**src/eag_pkg.sv**
```systemverilog
// constants and types shared by the effective address generator
// assumes one 50 MHz clock domain shared with decoder and register file
// Summary of operation
// (RULE_01) direct mode: operand is the register itself
// (RULE_02) indirect mode: address is register unchanged
// (RULE_03) post-increment: old value addressed, then add size
// (RULE_04) pre-decrement: subtract size, use and store result
// (RULE_05) register plus zero-extended scaled 4-bit displacement
// (RULE_06) indexed: register plus index register zero
// (RULE_07) base plus zero-extended scaled 8-bit displacement
// (RULE_08) indexed base: base plus index register zero
// (RULE_09) pc data: zero-extended 8-bit displacement, scaled
// (RULE_10) longword pc data masks low two pc bits
// (RULE_11) short branch: sign-extended 8-bit times two
// (RULE_12) long branch: sign-extended 12-bit times two
// (RULE_13) register branch: pc plus selected register
// (RULE_14) test and logic immediates zero-extended
// (RULE_15) move, add, compare immediates sign-extended
// (RULE_16) trap immediate zero-extended times four
// (RULE_17) byte or word loads sign-extended to 32 bits
// (RULE_18) address arithmetic wraps modulo 32 bits
package eag_pkg;

  // ****************************************
  // widths
  // ****************************************
  localparam int DATA_W = 32;
  localparam int DISP4_W = 4;
  localparam int DISP8_W = 8;
  localparam int DISP12_W = 12;
  localparam int IMM_W = 8;

  // ****************************************
  // arithmetic constants
  // ****************************************
  localparam logic [31:0] STEP_BYTE = 32'h0000_0001;
  localparam logic [31:0] STEP_WORD = 32'h0000_0002;
  localparam logic [31:0] STEP_LONG = 32'h0000_0004;
  localparam logic [31:0] LONG_ALIGN_MASK = 32'hFFFF_FFFC;
  localparam int BRANCH_SHIFT = 1;
  localparam int TRAP_SHIFT = 2;
  localparam logic [31:0] RESULT_RESET = 32'h0000_0000;

  // ****************************************
  // types
  // ****************************************
  typedef enum logic [1:0] {SIZE_BYTE, SIZE_WORD, SIZE_LONG} size_t;

  typedef enum logic [3:0] {
    MODE_DIRECT, MODE_INDIRECT, MODE_POSTINC, MODE_PREDEC,
    MODE_REG_DISP, MODE_REG_INDEXED, MODE_BASE_DISP,
    MODE_BASE_INDEXED, MODE_PC_DATA, MODE_BRANCH_SHORT,
    MODE_BRANCH_LONG, MODE_BRANCH_REG, MODE_IMM_ZERO,
    MODE_IMM_SIGN, MODE_IMM_TRAP
  } mode_t;

endpackage

```
**src/disp_scaler.sv**
```systemverilog
// zero-extends a displacement and scales it by access size
// assumes size is valid; pc data mode never uses the byte scale
`timescale 1ns/1ns
module disp_scaler #(
  parameter int IN_W = 8
) (
  // displacement and size
  input wire logic [IN_W-1:0] disp,
  input wire eag_pkg::size_t size,
  input wire logic pc_data,
  // result
  output logic [31:0] scaled
);
  import eag_pkg::*;

  // shift by two must still fit in the 32-bit result
  if (IN_W < 1 || IN_W > 24)
  begin : width_check
    $error("disp_scaler: IN_W out of range");
  end

  logic [31:0] wide;
  assign wide = {{(32-IN_W){1'b0}}, disp};

  // byte scale is one, except pc data which has no byte form
  always_comb
  begin
    case (size)
      SIZE_BYTE: scaled = pc_data ? (wide << 1) : wide;
      SIZE_WORD: scaled = wide << 1;
      SIZE_LONG: scaled = wide << 2;
      default: scaled = wide;
    endcase
  end

endmodule // disp_scaler

```
**src/load_extender.sv**
```systemverilog
// sign-extends byte or word load data to a full longword
// assumes byte data in bits 7:0 and word data in bits 15:0
`timescale 1ns/1ns
module load_extender (
  // raw data
  input wire logic [31:0] data,
  input wire eag_pkg::size_t size,
  // extended data
  output logic [31:0] ext
);
  import eag_pkg::*;

  // longword passes unchanged
  always_comb
  begin
    case (size)
      SIZE_BYTE: ext = {{24{data[7]}}, data[7:0]}; // RULE_17
      SIZE_WORD: ext = {{16{data[15]}}, data[15:0]}; // RULE_17
      default: ext = data;
    endcase
  end

endmodule // load_extender

```
**src/effective_address_generator.sv**
```systemverilog
// effective address and operand former for the core pipeline
// assumes decoder presents one request per cycle with register values
// already read; results appear one clock after the request
`timescale 1ns/1ns
module effective_address_generator #(
  parameter int DATA_WIDTH = eag_pkg::DATA_W
) (
  // clock and reset
  input wire logic clk,
  input wire logic reset,
  // request from decoder
  input wire logic req_valid,
  input wire eag_pkg::mode_t mode,
  input wire eag_pkg::size_t size,
  input wire logic [11:0] disp_field,
  input wire logic [7:0] imm_field,
  // register file values
  input wire logic [31:0] selected_general_register,
  input wire logic [31:0] index_register_zero,
  input wire logic [31:0] global_base_register,
  input wire logic [31:0] pc,
  // load data from memory
  input wire logic load_valid,
  input wire eag_pkg::size_t load_size,
  input wire logic [31:0] load_data,
  // address result
  output logic result_valid,
  output logic mem_access,
  output logic branch_valid,
  output logic [31:0] address,
  // operand result
  output logic operand_valid,
  output logic [31:0] operand,
  // register write back
  output logic writeback_valid,
  output logic [31:0] writeback_value,
  // extended load
  output logic load_word_valid,
  output logic [31:0] load_word
);
  import eag_pkg::*;

  if (DATA_WIDTH != 32)
  begin : width_check
    $error("effective_address_generator: only 32-bit data");
  end

  // ****************************************
  // size step and displacement scaling
  // ****************************************
  logic [31:0] step;
  logic [31:0] scaled4;
  logic [31:0] scaled8;
  logic [31:0] branch8;
  logic [31:0] branch12;
  logic [31:0] pc_base;
  logic [31:0] load_ext;
  logic pc_data_mode;

  // step used by post-increment and pre-decrement
  always_comb
  begin
    case (size)
      SIZE_BYTE: step = STEP_BYTE;
      SIZE_WORD: step = STEP_WORD;
      SIZE_LONG: step = STEP_LONG;
      default: step = STEP_BYTE;
    endcase
  end

  assign pc_data_mode = (mode == MODE_PC_DATA);

  // short displacement for register relative access
  disp_scaler #(
    .IN_W(DISP4_W)
  ) scale_short (
    .disp(disp_field[3:0]),
    .size(size),
    .pc_data(1'b0),
    .scaled(scaled4)
  ); // RULE_05

  // byte displacement shared by base and pc data modes
  disp_scaler #(
    .IN_W(DISP8_W)
  ) scale_byte (
    .disp(disp_field[7:0]),
    .size(size),
    .pc_data(pc_data_mode),
    .scaled(scaled8)
  ); // RULE_07 RULE_09

  // branch offsets are signed and always doubled
  assign branch8 = {{23{disp_field[7]}}, disp_field[7:0], 1'b0}; // RULE_11
  assign branch12 = {{19{disp_field[11]}}, disp_field, 1'b0}; // RULE_12

  // longword table reads must stay aligned, so drop the low pc bits
  assign pc_base = (size == SIZE_LONG) ? (pc & LONG_ALIGN_MASK) : pc; // RULE_10

  load_extender extend (
    .data(load_data),
    .size(load_size),
    .ext(load_ext)
  );

  // ****************************************
  // address formation
  // ****************************************
  logic [31:0] address_next;
  logic mem_access_next;
  logic branch_next;

  // all sums are 32 bits wide and simply wrap, no overflow kept
  always_comb
  begin
    address_next = RESULT_RESET;
    mem_access_next = 1'b1;
    branch_next = 1'b0;
    case (mode)
      MODE_DIRECT: mem_access_next = 1'b0; // RULE_01
      MODE_INDIRECT: address_next = selected_general_register; // RULE_02
      MODE_POSTINC: address_next = selected_general_register; // RULE_03
      MODE_PREDEC: address_next = selected_general_register - step; // RULE_04 RULE_18
      MODE_REG_DISP: address_next = selected_general_register + scaled4; // RULE_05 RULE_18
      MODE_REG_INDEXED:
        address_next = selected_general_register + index_register_zero; // RULE_06
      MODE_BASE_DISP: address_next = global_base_register + scaled8; // RULE_07
      MODE_BASE_INDEXED:
        address_next = global_base_register + index_register_zero; // RULE_08
      MODE_PC_DATA: address_next = pc_base + scaled8; // RULE_09 RULE_10
      MODE_BRANCH_SHORT:
      begin
        address_next = pc + branch8; // RULE_11
        mem_access_next = 1'b0;
        branch_next = 1'b1;
      end
      MODE_BRANCH_LONG:
      begin
        address_next = pc + branch12; // RULE_12
        mem_access_next = 1'b0;
        branch_next = 1'b1;
      end
      MODE_BRANCH_REG:
      begin
        address_next = pc + selected_general_register; // RULE_13
        mem_access_next = 1'b0;
        branch_next = 1'b1;
      end
      default: mem_access_next = 1'b0;
    endcase
  end

  // ****************************************
  // operand formation
  // ****************************************
  logic [31:0] operand_next;
  logic operand_next_valid;

  // register and immediate operands that need no memory access
  always_comb
  begin
    operand_next = RESULT_RESET;
    operand_next_valid = 1'b1;
    case (mode)
      MODE_DIRECT: operand_next = selected_general_register; // RULE_01
      MODE_IMM_ZERO: operand_next = {24'h000000, imm_field}; // RULE_14
      MODE_IMM_SIGN: operand_next = {{24{imm_field[7]}}, imm_field}; // RULE_15
      MODE_IMM_TRAP:
        operand_next = {22'h0, imm_field, 2'b00}; // RULE_16
      default: operand_next_valid = 1'b0;
    endcase
  end

  // ****************************************
  // register update for auto modes
  // ****************************************
  logic [31:0] writeback_next;
  logic writeback_next_valid;

  // post-increment updates after use, pre-decrement stores the address
  always_comb
  begin
    writeback_next = RESULT_RESET;
    writeback_next_valid = 1'b1;
    case (mode)
      MODE_POSTINC: writeback_next = selected_general_register + step; // RULE_03 RULE_18
      MODE_PREDEC: writeback_next = selected_general_register - step; // RULE_04
      default: writeback_next_valid = 1'b0;
    endcase
  end

  // ****************************************
  // result registers
  // ****************************************
  logic result_valid_reg;
  logic mem_access_reg;
  logic branch_valid_reg;
  logic [31:0] address_reg;
  logic operand_valid_reg;
  logic [31:0] operand_reg;
  logic writeback_valid_reg;
  logic [31:0] writeback_value_reg;
  logic load_word_valid_reg;
  logic [31:0] load_word_reg;

  // strobes last one cycle per request
  always_ff @(posedge clk)
  begin
    if (reset)
    begin
      result_valid_reg <= 1'b0;
      mem_access_reg <= 1'b0;
      branch_valid_reg <= 1'b0;
      operand_valid_reg <= 1'b0;
      writeback_valid_reg <= 1'b0;
    end
    else
    begin
      result_valid_reg <= req_valid;
      mem_access_reg <= req_valid & mem_access_next;
      branch_valid_reg <= req_valid & branch_next;
      operand_valid_reg <= req_valid & operand_next_valid;
      writeback_valid_reg <= req_valid & writeback_next_valid;
    end
  end

  // values hold between requests so the consumer may sample late
  always_ff @(posedge clk)
  begin
    if (reset)
    begin
      address_reg <= RESULT_RESET;
      operand_reg <= RESULT_RESET;
      writeback_value_reg <= RESULT_RESET;
    end
    else if (req_valid)
    begin
      address_reg <= address_next;
      operand_reg <= operand_next;
      writeback_value_reg <= writeback_next;
    end
  end

  // load path is independent of the address path
  always_ff @(posedge clk)
  begin
    if (reset)
    begin
      load_word_valid_reg <= 1'b0;
      load_word_reg <= RESULT_RESET;
    end
    else
    begin
      load_word_valid_reg <= load_valid;
      if (load_valid)
        load_word_reg <= load_ext; // RULE_17
    end
  end

  assign result_valid = result_valid_reg;
  assign mem_access = mem_access_reg;
  assign branch_valid = branch_valid_reg;
  assign address = address_reg;
  assign operand_valid = operand_valid_reg;
  assign operand = operand_reg;
  assign writeback_valid = writeback_valid_reg;
  assign writeback_value = writeback_value_reg;
  assign load_word_valid = load_word_valid_reg;
  assign load_word = load_word_reg;

  // ****************************************
  // checks
  // ****************************************
  direct_operand_a: assert property (@(posedge clk) disable iff (reset) // RULE_01
    req_valid && mode == MODE_DIRECT |=>
      operand_valid && !mem_access &&
      operand == $past(selected_general_register))
    else $error("direct operand wrong");

  indirect_addr_a: assert property (@(posedge clk) disable iff (reset) // RULE_02
    req_valid && mode == MODE_INDIRECT |=>
      mem_access && address == $past(selected_general_register))
    else $error("indirect address wrong");

  postinc_long_a: assert property (@(posedge clk) disable iff (reset) // RULE_03
    req_valid && mode == MODE_POSTINC && size == SIZE_LONG |=>
      writeback_valid && address == $past(selected_general_register) &&
      writeback_value == address + 32'h0000_0004)
    else $error("post-increment long wrong");

  predec_word_a: assert property (@(posedge clk) disable iff (reset) // RULE_04
    req_valid && mode == MODE_PREDEC && size == SIZE_WORD |=>
      writeback_value == address &&
      address == $past(selected_general_register) - 32'h0000_0002)
    else $error("pre-decrement word wrong");

  reg_disp_a: assert property (@(posedge clk) disable iff (reset) // RULE_05
    req_valid && mode == MODE_REG_DISP && size == SIZE_LONG |=>
      address == $past(selected_general_register) +
        {26'h0, $past(disp_field[3:0]), 2'b00})
    else $error("register displacement wrong");

  base_index_a: assert property (@(posedge clk) disable iff (reset) // RULE_08
    req_valid && mode == MODE_BASE_INDEXED |=>
      address == $past(global_base_register) + $past(index_register_zero))
    else $error("indexed base wrong");

  pc_long_a: assert property (@(posedge clk) disable iff (reset) // RULE_10
    req_valid && mode == MODE_PC_DATA && size == SIZE_LONG |=>
      address[1:0] == 2'b00 &&
      address == ($past(pc) & 32'hFFFF_FFFC) +
        {22'h0, $past(disp_field[7:0]), 2'b00})
    else $error("pc longword address wrong");

  short_branch_a: assert property (@(posedge clk) disable iff (reset) // RULE_11
    req_valid && mode == MODE_BRANCH_SHORT |=>
      branch_valid && !mem_access && address == $past(pc) +
        {{23{$past(disp_field[7])}}, $past(disp_field[7:0]), 1'b0})
    else $error("short branch target wrong");

  trap_offset_a: assert property (@(posedge clk) disable iff (reset) // RULE_16
    req_valid && mode == MODE_IMM_TRAP |=>
      operand[1:0] == 2'b00 && operand[31:10] == 22'h0 &&
      operand[9:2] == $past(imm_field))
    else $error("trap offset wrong");

  reg_index_a: assert property (@(posedge clk) disable iff (reset) // RULE_06
    req_valid && mode == MODE_REG_INDEXED |=>
      mem_access && address == $past(selected_general_register) +
        $past(index_register_zero))
    else $error("indexed register address wrong");

  base_disp_a: assert property (@(posedge clk) disable iff (reset) // RULE_07
    req_valid && mode == MODE_BASE_DISP && size == SIZE_WORD |=>
      address == $past(global_base_register) +
        {23'h0, $past(disp_field[7:0]), 1'b0})
    else $error("base displacement wrong");

  pc_word_a: assert property (@(posedge clk) disable iff (reset) // RULE_09
    req_valid && mode == MODE_PC_DATA && size == SIZE_WORD |=>
      mem_access && address == $past(pc) +
        {23'h0, $past(disp_field[7:0]), 1'b0})
    else $error("pc word address wrong");

  long_branch_a: assert property (@(posedge clk) disable iff (reset) // RULE_12
    req_valid && mode == MODE_BRANCH_LONG |=>
      branch_valid && !mem_access && address == $past(pc) +
        {{19{$past(disp_field[11])}}, $past(disp_field), 1'b0})
    else $error("long branch target wrong");

  imm_sign_a: assert property (@(posedge clk) disable iff (reset) // RULE_15
    req_valid && mode == MODE_IMM_SIGN |=>
      operand_valid && !mem_access &&
      operand == {{24{$past(imm_field[7])}}, $past(imm_field)})
    else $error("signed immediate wrong");

  load_byte_a: assert property (@(posedge clk) disable iff (reset) // RULE_17
    load_valid && load_size == SIZE_BYTE |=>
      load_word_valid && load_word == {{24{$past(load_data[7])}},
        $past(load_data[7:0])})
    else $error("byte load extension wrong");

endmodule // effective_address_generator

```
**config.mk**
```make
export PLATFORM = sky130hd
export DESIGN_NAME = effective_address_generator
export DESIGN_NICKNAME = d
export VERILOG_FILES = /design/src/eag_pkg.sv /design/src/disp_scaler.sv /design/src/load_extender.sv /design/src/effective_address_generator.sv
export SDC_FILE = /design/constraint.sdc
export NUM_CORES = 1
export LEC_CHECK = 0
export BUFFER_PORTS_ARGS = -buffer_cell sky130_fd_sc_hd__buf_2
export CELL_PAD_IN_SITES_DETAIL_PLACEMENT = 1
export CELL_PAD_IN_SITES_GLOBAL_PLACEMENT = 1
export CORE_ASPECT_RATIO = 1.5
export CORE_MARGIN = 2
export CORE_UTILIZATION = 43
export DETAILED_ROUTE_END_ITERATION = 12
export GPL_TIMING_DRIVEN = 0
export PLACE_DENSITY = 0.93
export REMOVE_ABC_BUFFERS = 1
export SLEW_MARGIN = 5
export SYNTH_ARGS = -nofsm -noshare
export SYNTH_HDL_FRONTEND = slang
export SYNTH_SLANG_ARGS = --single-unit
```
**constraint.sdc**
```tcl
create_clock -name clk -period 8 [get_ports clk]
set_input_delay 0.4 -clock clk [delete_from_list [all_inputs] [get_ports clk]]
set_output_delay 0.4 -clock clk [all_outputs]
set_load 0.05 [all_outputs]
```
==> results.py <==
metrics = {
    "sta": {
        "fin_crit_sh_pct": 71.5,
        "worst_pin_slew_ns": 1.33,
        "setup_viol": 0,
        "grt_setup_unrepaired": "no",
        "tns_ns": 0,
        "period_needed_ns": 5.72,
        "hold_ws_ns": 0.195,
        "max_clock_freq_ghz": 0.175,
        "finalHoldViolations": 0,
        "drv_slew": 0,
        "finClkSkew_ns": 0,
        "relSlewSlack_pct": 11.5,
    },
    "floorplan": {
        "ios": 326,
        "rows": 82,
        "die_x_um": 154,
        "initial_core_util_pct": 43.7,
        "coreArea_sq_um": 33400,
        "die_area_sq_um": 35500,
        "fp.dieH_um": 230,
    },
    "cells_and_area": {
        "syn_to_final_growth_pct": 16.3,
        "final_cell_mix": "buf_2 (324), nand2_1 (220), a21oi_1 (204), nor2_1 (187), dfxtp_1 (134)",
        "seqCellArea_sq_um": 2680,
        "post-route-util_pct": 50.8,
        "final_common_cell": "buf_2",
        "drive_above_1_share_pct": 18.2,
        "finalNetCount": 2547,
        "fillers": 4339,
        "multi_input_area_sq_um": 11200,
    },
    "worst_hold_path": {
        "hold_path.class": "in -> reg",
    },
    "synth": {
        "synth-xor-area-share_pct": 7.61,
        "syn_area_per_cell_sq_um": 7.26,
        "muxShareOfSynthArea_pct": 2.75,
        "synth_area_sq_um": 14600,
        "yosysWarnings": 0,
        "seq_area_frac_synth_pct": 18.4,
        "synth_flop_cell": "dfxtp_1",
        "synth_cells": 2013,
        "synth_seq_cells": 134,
        "synth-adder-area-share_pct": 10.8,
        "synthArstFlopShare_pct": 0,
        "synth_edf_count": 0,
        "synth_top_family_by_area": "compound AO/OA/AOI/OAI gates",
        "synth-simple-area-share_pct": 23.1,
        "synth_compound_area_share_pct": 32.3,
        "synth.distinct_cells": 90,
    },
    "drt": {
        "antenna_left": 0,
        "post-route-drc-count": 0,
        "drtPass1Iterations": 7,
        "vias": 17600,
        "via_per_inst": 6.61,
        "first_iter_violations": 1375,
        "route.detailed.wl_per_inst_um": 24.8,
        "totalWireLength_mm": 66.1,
    },
    "grt": {
        "grtUsageMet3_pct": 5.18,
        "grt_pass1_wl_mm": 101,
        "antenna_found_initial": 3,
        "grt_pass1_vias": 18000,
        "grt_use_total_pct": 36.0,
        "grt_max_degree": 82,
        "gr-total-overflow": 0,
        "top_usage_layer": "met2",
        "grt_use_met1_pct": 42.9,
        "gr-usage-met2_pct": 63.1,
    },
    "power": {
        "p_sw_share_pct": 40.0,
        "leakage_nw": 7.51,
        "p_seq_share_pct": 27.6,
        "comb_power_share_pct": 39.8,
        "p_sw_mw": 1.05,
        "finalPower_mw": 2.61,
        "p_clk_share_pct": 32.7,
        "ir_drop_v": 0.000120,
        "cellPowerDensity_nw_per_um2": 154,
        "p_int_mw": 1.57,
    },
    "clocking": {
        "clockBufferDepth": 2,
        "cts_tree": "done",
        "ctsHoldBuffers": 0,
        "root_buffer": "clkbuf_16",
        "htree_levels": 4,
        "cts_resized": 0,
        "clkSinkCount": 134,
        "numCtsBuffers": 17,
        "post_cts_buffers": 0,
        "worst_skew_pair.late_latency_ns": 0.45,
        "clkSlewWorstSetupHoldPaths_ns": 0.06,
    },
    "place": {
        "gp_congestion": 0.973,
        "dp_hpwl_mm": 51.9,
        "io_buffers": 325,
    },
    "worst_setup_path": {
        "crit_path_max_fanout": 19,
        "cp_data_required_time_ns": 8.33,
        "path_class": "in -> reg",
        "crit_arrival_ns": 6.05,
        "startpoint_type": "primary input",
        "end_kind": "flop",
    },
    "outcome": {
        "status": "completed",
    },
    "flow_run": {
        "timing.max_cap.violations": 0,
    },
}
==> cell usage after synthesis, types with 7 or more instances <==
cell,count,area (sq um)
o21a_1,13,97.6
xnor2_1,73,639
nand2b_1,16,100
a211o_1,8,70.1
nand4_1,36,225
a21oi_1,204,1020
nor4_1,14,87.6
a221o_1,8,80.1
or2_2,8,50.1
a211oi_1,28,210
a21o_1,52,390
o221ai_1,16,140
buf_1,14,52.6
and2_1,14,87.6
o31ai_1,12,90.1
inv_1,42,158
a311oi_1,20,175
nand2_1,220,826
or3_1,8,50.1
buf_2,13,65.1
nor3_1,59,295
o21ai_0,122,611
and4_1,7,61.3
o22ai_1,12,75.1
mux2i_1,39,390
a2111oi_0,7,61.3
ha_1,117,1460
nand3_1,63,315
a22o_1,32,280
o21bai_1,18,135
nor2b_1,13,81.3
o211ai_1,20,150
xor2_1,54,473
a31oi_1,22,138
a31o_2,7,61.3
clkbuf_1,94,353
nor2_1,190,713
and3_1,27,169
a221oi_1,22,193
dfxtp_1,134,2680
a22oi_1,26,195
==> layout make-up <==
type,count,area share [%]
diodes,3,0.0442
clock buffers,22,2.85
clock inverters,10,0.839
inverters,42,0.928
multi-input cells,1704,66.1
flip-flops and latches,134,15.8
well taps,420,3.09
repair buffers,333,10.4
==> kinds of logic after synthesis <==
family	Yosys count
AND/OR/NAND/NOR	706
AO/OA/AOI/OAI	708
adder cells (fa/ha/maj)	123
flip-flops	134
XOR/XNOR	127
buffers and inverters	175
multiplexers	40
==> power by group through the flow <==
stage | Combinational (mW) | Sequential [mW] | Clock (mW)
global placement | 0.966 | 0.733 | 0
floorplan | 0.530 | 0.838 | 0
global route | 1.11 | 0.722 | 0.880
finish | 1.04 | 0.721 | 0.853
CTS | 1.01 | 0.720 | 0.856
detailed placement | 1.00 | 0.734 | 0
==> through the flow <==
| step | instances | worst slack [ns] | instance area [sq um] |
|---|---|---|---|
| CTS | 2665 | 2.10 | 17000 |
| detailed placement | 2633 | 1.73 | 16400 |
| floorplan | 1880 | 3.25 | 14000 |
| global route | 2668 | 1.93 | 17000 |
| finish | 2668 | 2.28 | 17000 |
| global placement | 2625 | 1.25 | 16200 |
==> critical path, cell delays in order <==
cell and delay (ns):
buf_2 0.37, nor2b_1 0.75, a21boi_0 0.36, a31oi_1 0.53
inv_1 0.51, ha_1 0.51, a21oi_1 0.27, o21a_1 0.21
nor2_1 0.06, o41ai_1 0.80, a211oi_2 0.26, nor2_1 0.28
o21bai_1 0.13, mux2i_1 0.19, o41a_1 0.39
==> final timing paths <==
| check | startpoint | endpoint | slack (ns) | cells after the start |
|---|---|---|---|---|
| setup / recovery | mode[1] | address[27]$_SDFFE_PP0P_ | 2.28 | 15 |
| hold / removal | load_data[1] | load_word[1]$_SDFFE_PP0P_ | 0.20 | 3 |
| setup reg to reg | address[31]$_SDFFE_PP0P_ | address[31]$_SDFFE_PP0P_ | 6.05 | 6 |
| hold reg to reg | operand[13]$_SDFFE_PP0P_ | operand[13]$_SDFFE_PP0P_ | 0.45 | 2 |
==> metal layers <==
| metal | share of wire (%) | routed length, um |
|---|---|---|
| met1 | 39 | 25700 |
| met2 | 49 | 32200 |
| met3 | 7.4 | 4890 |
| met4 | 5.0 | 3300 |
| met5 | 0 | 0 |
Note: power is estimated with default switching activity, not from simulation.
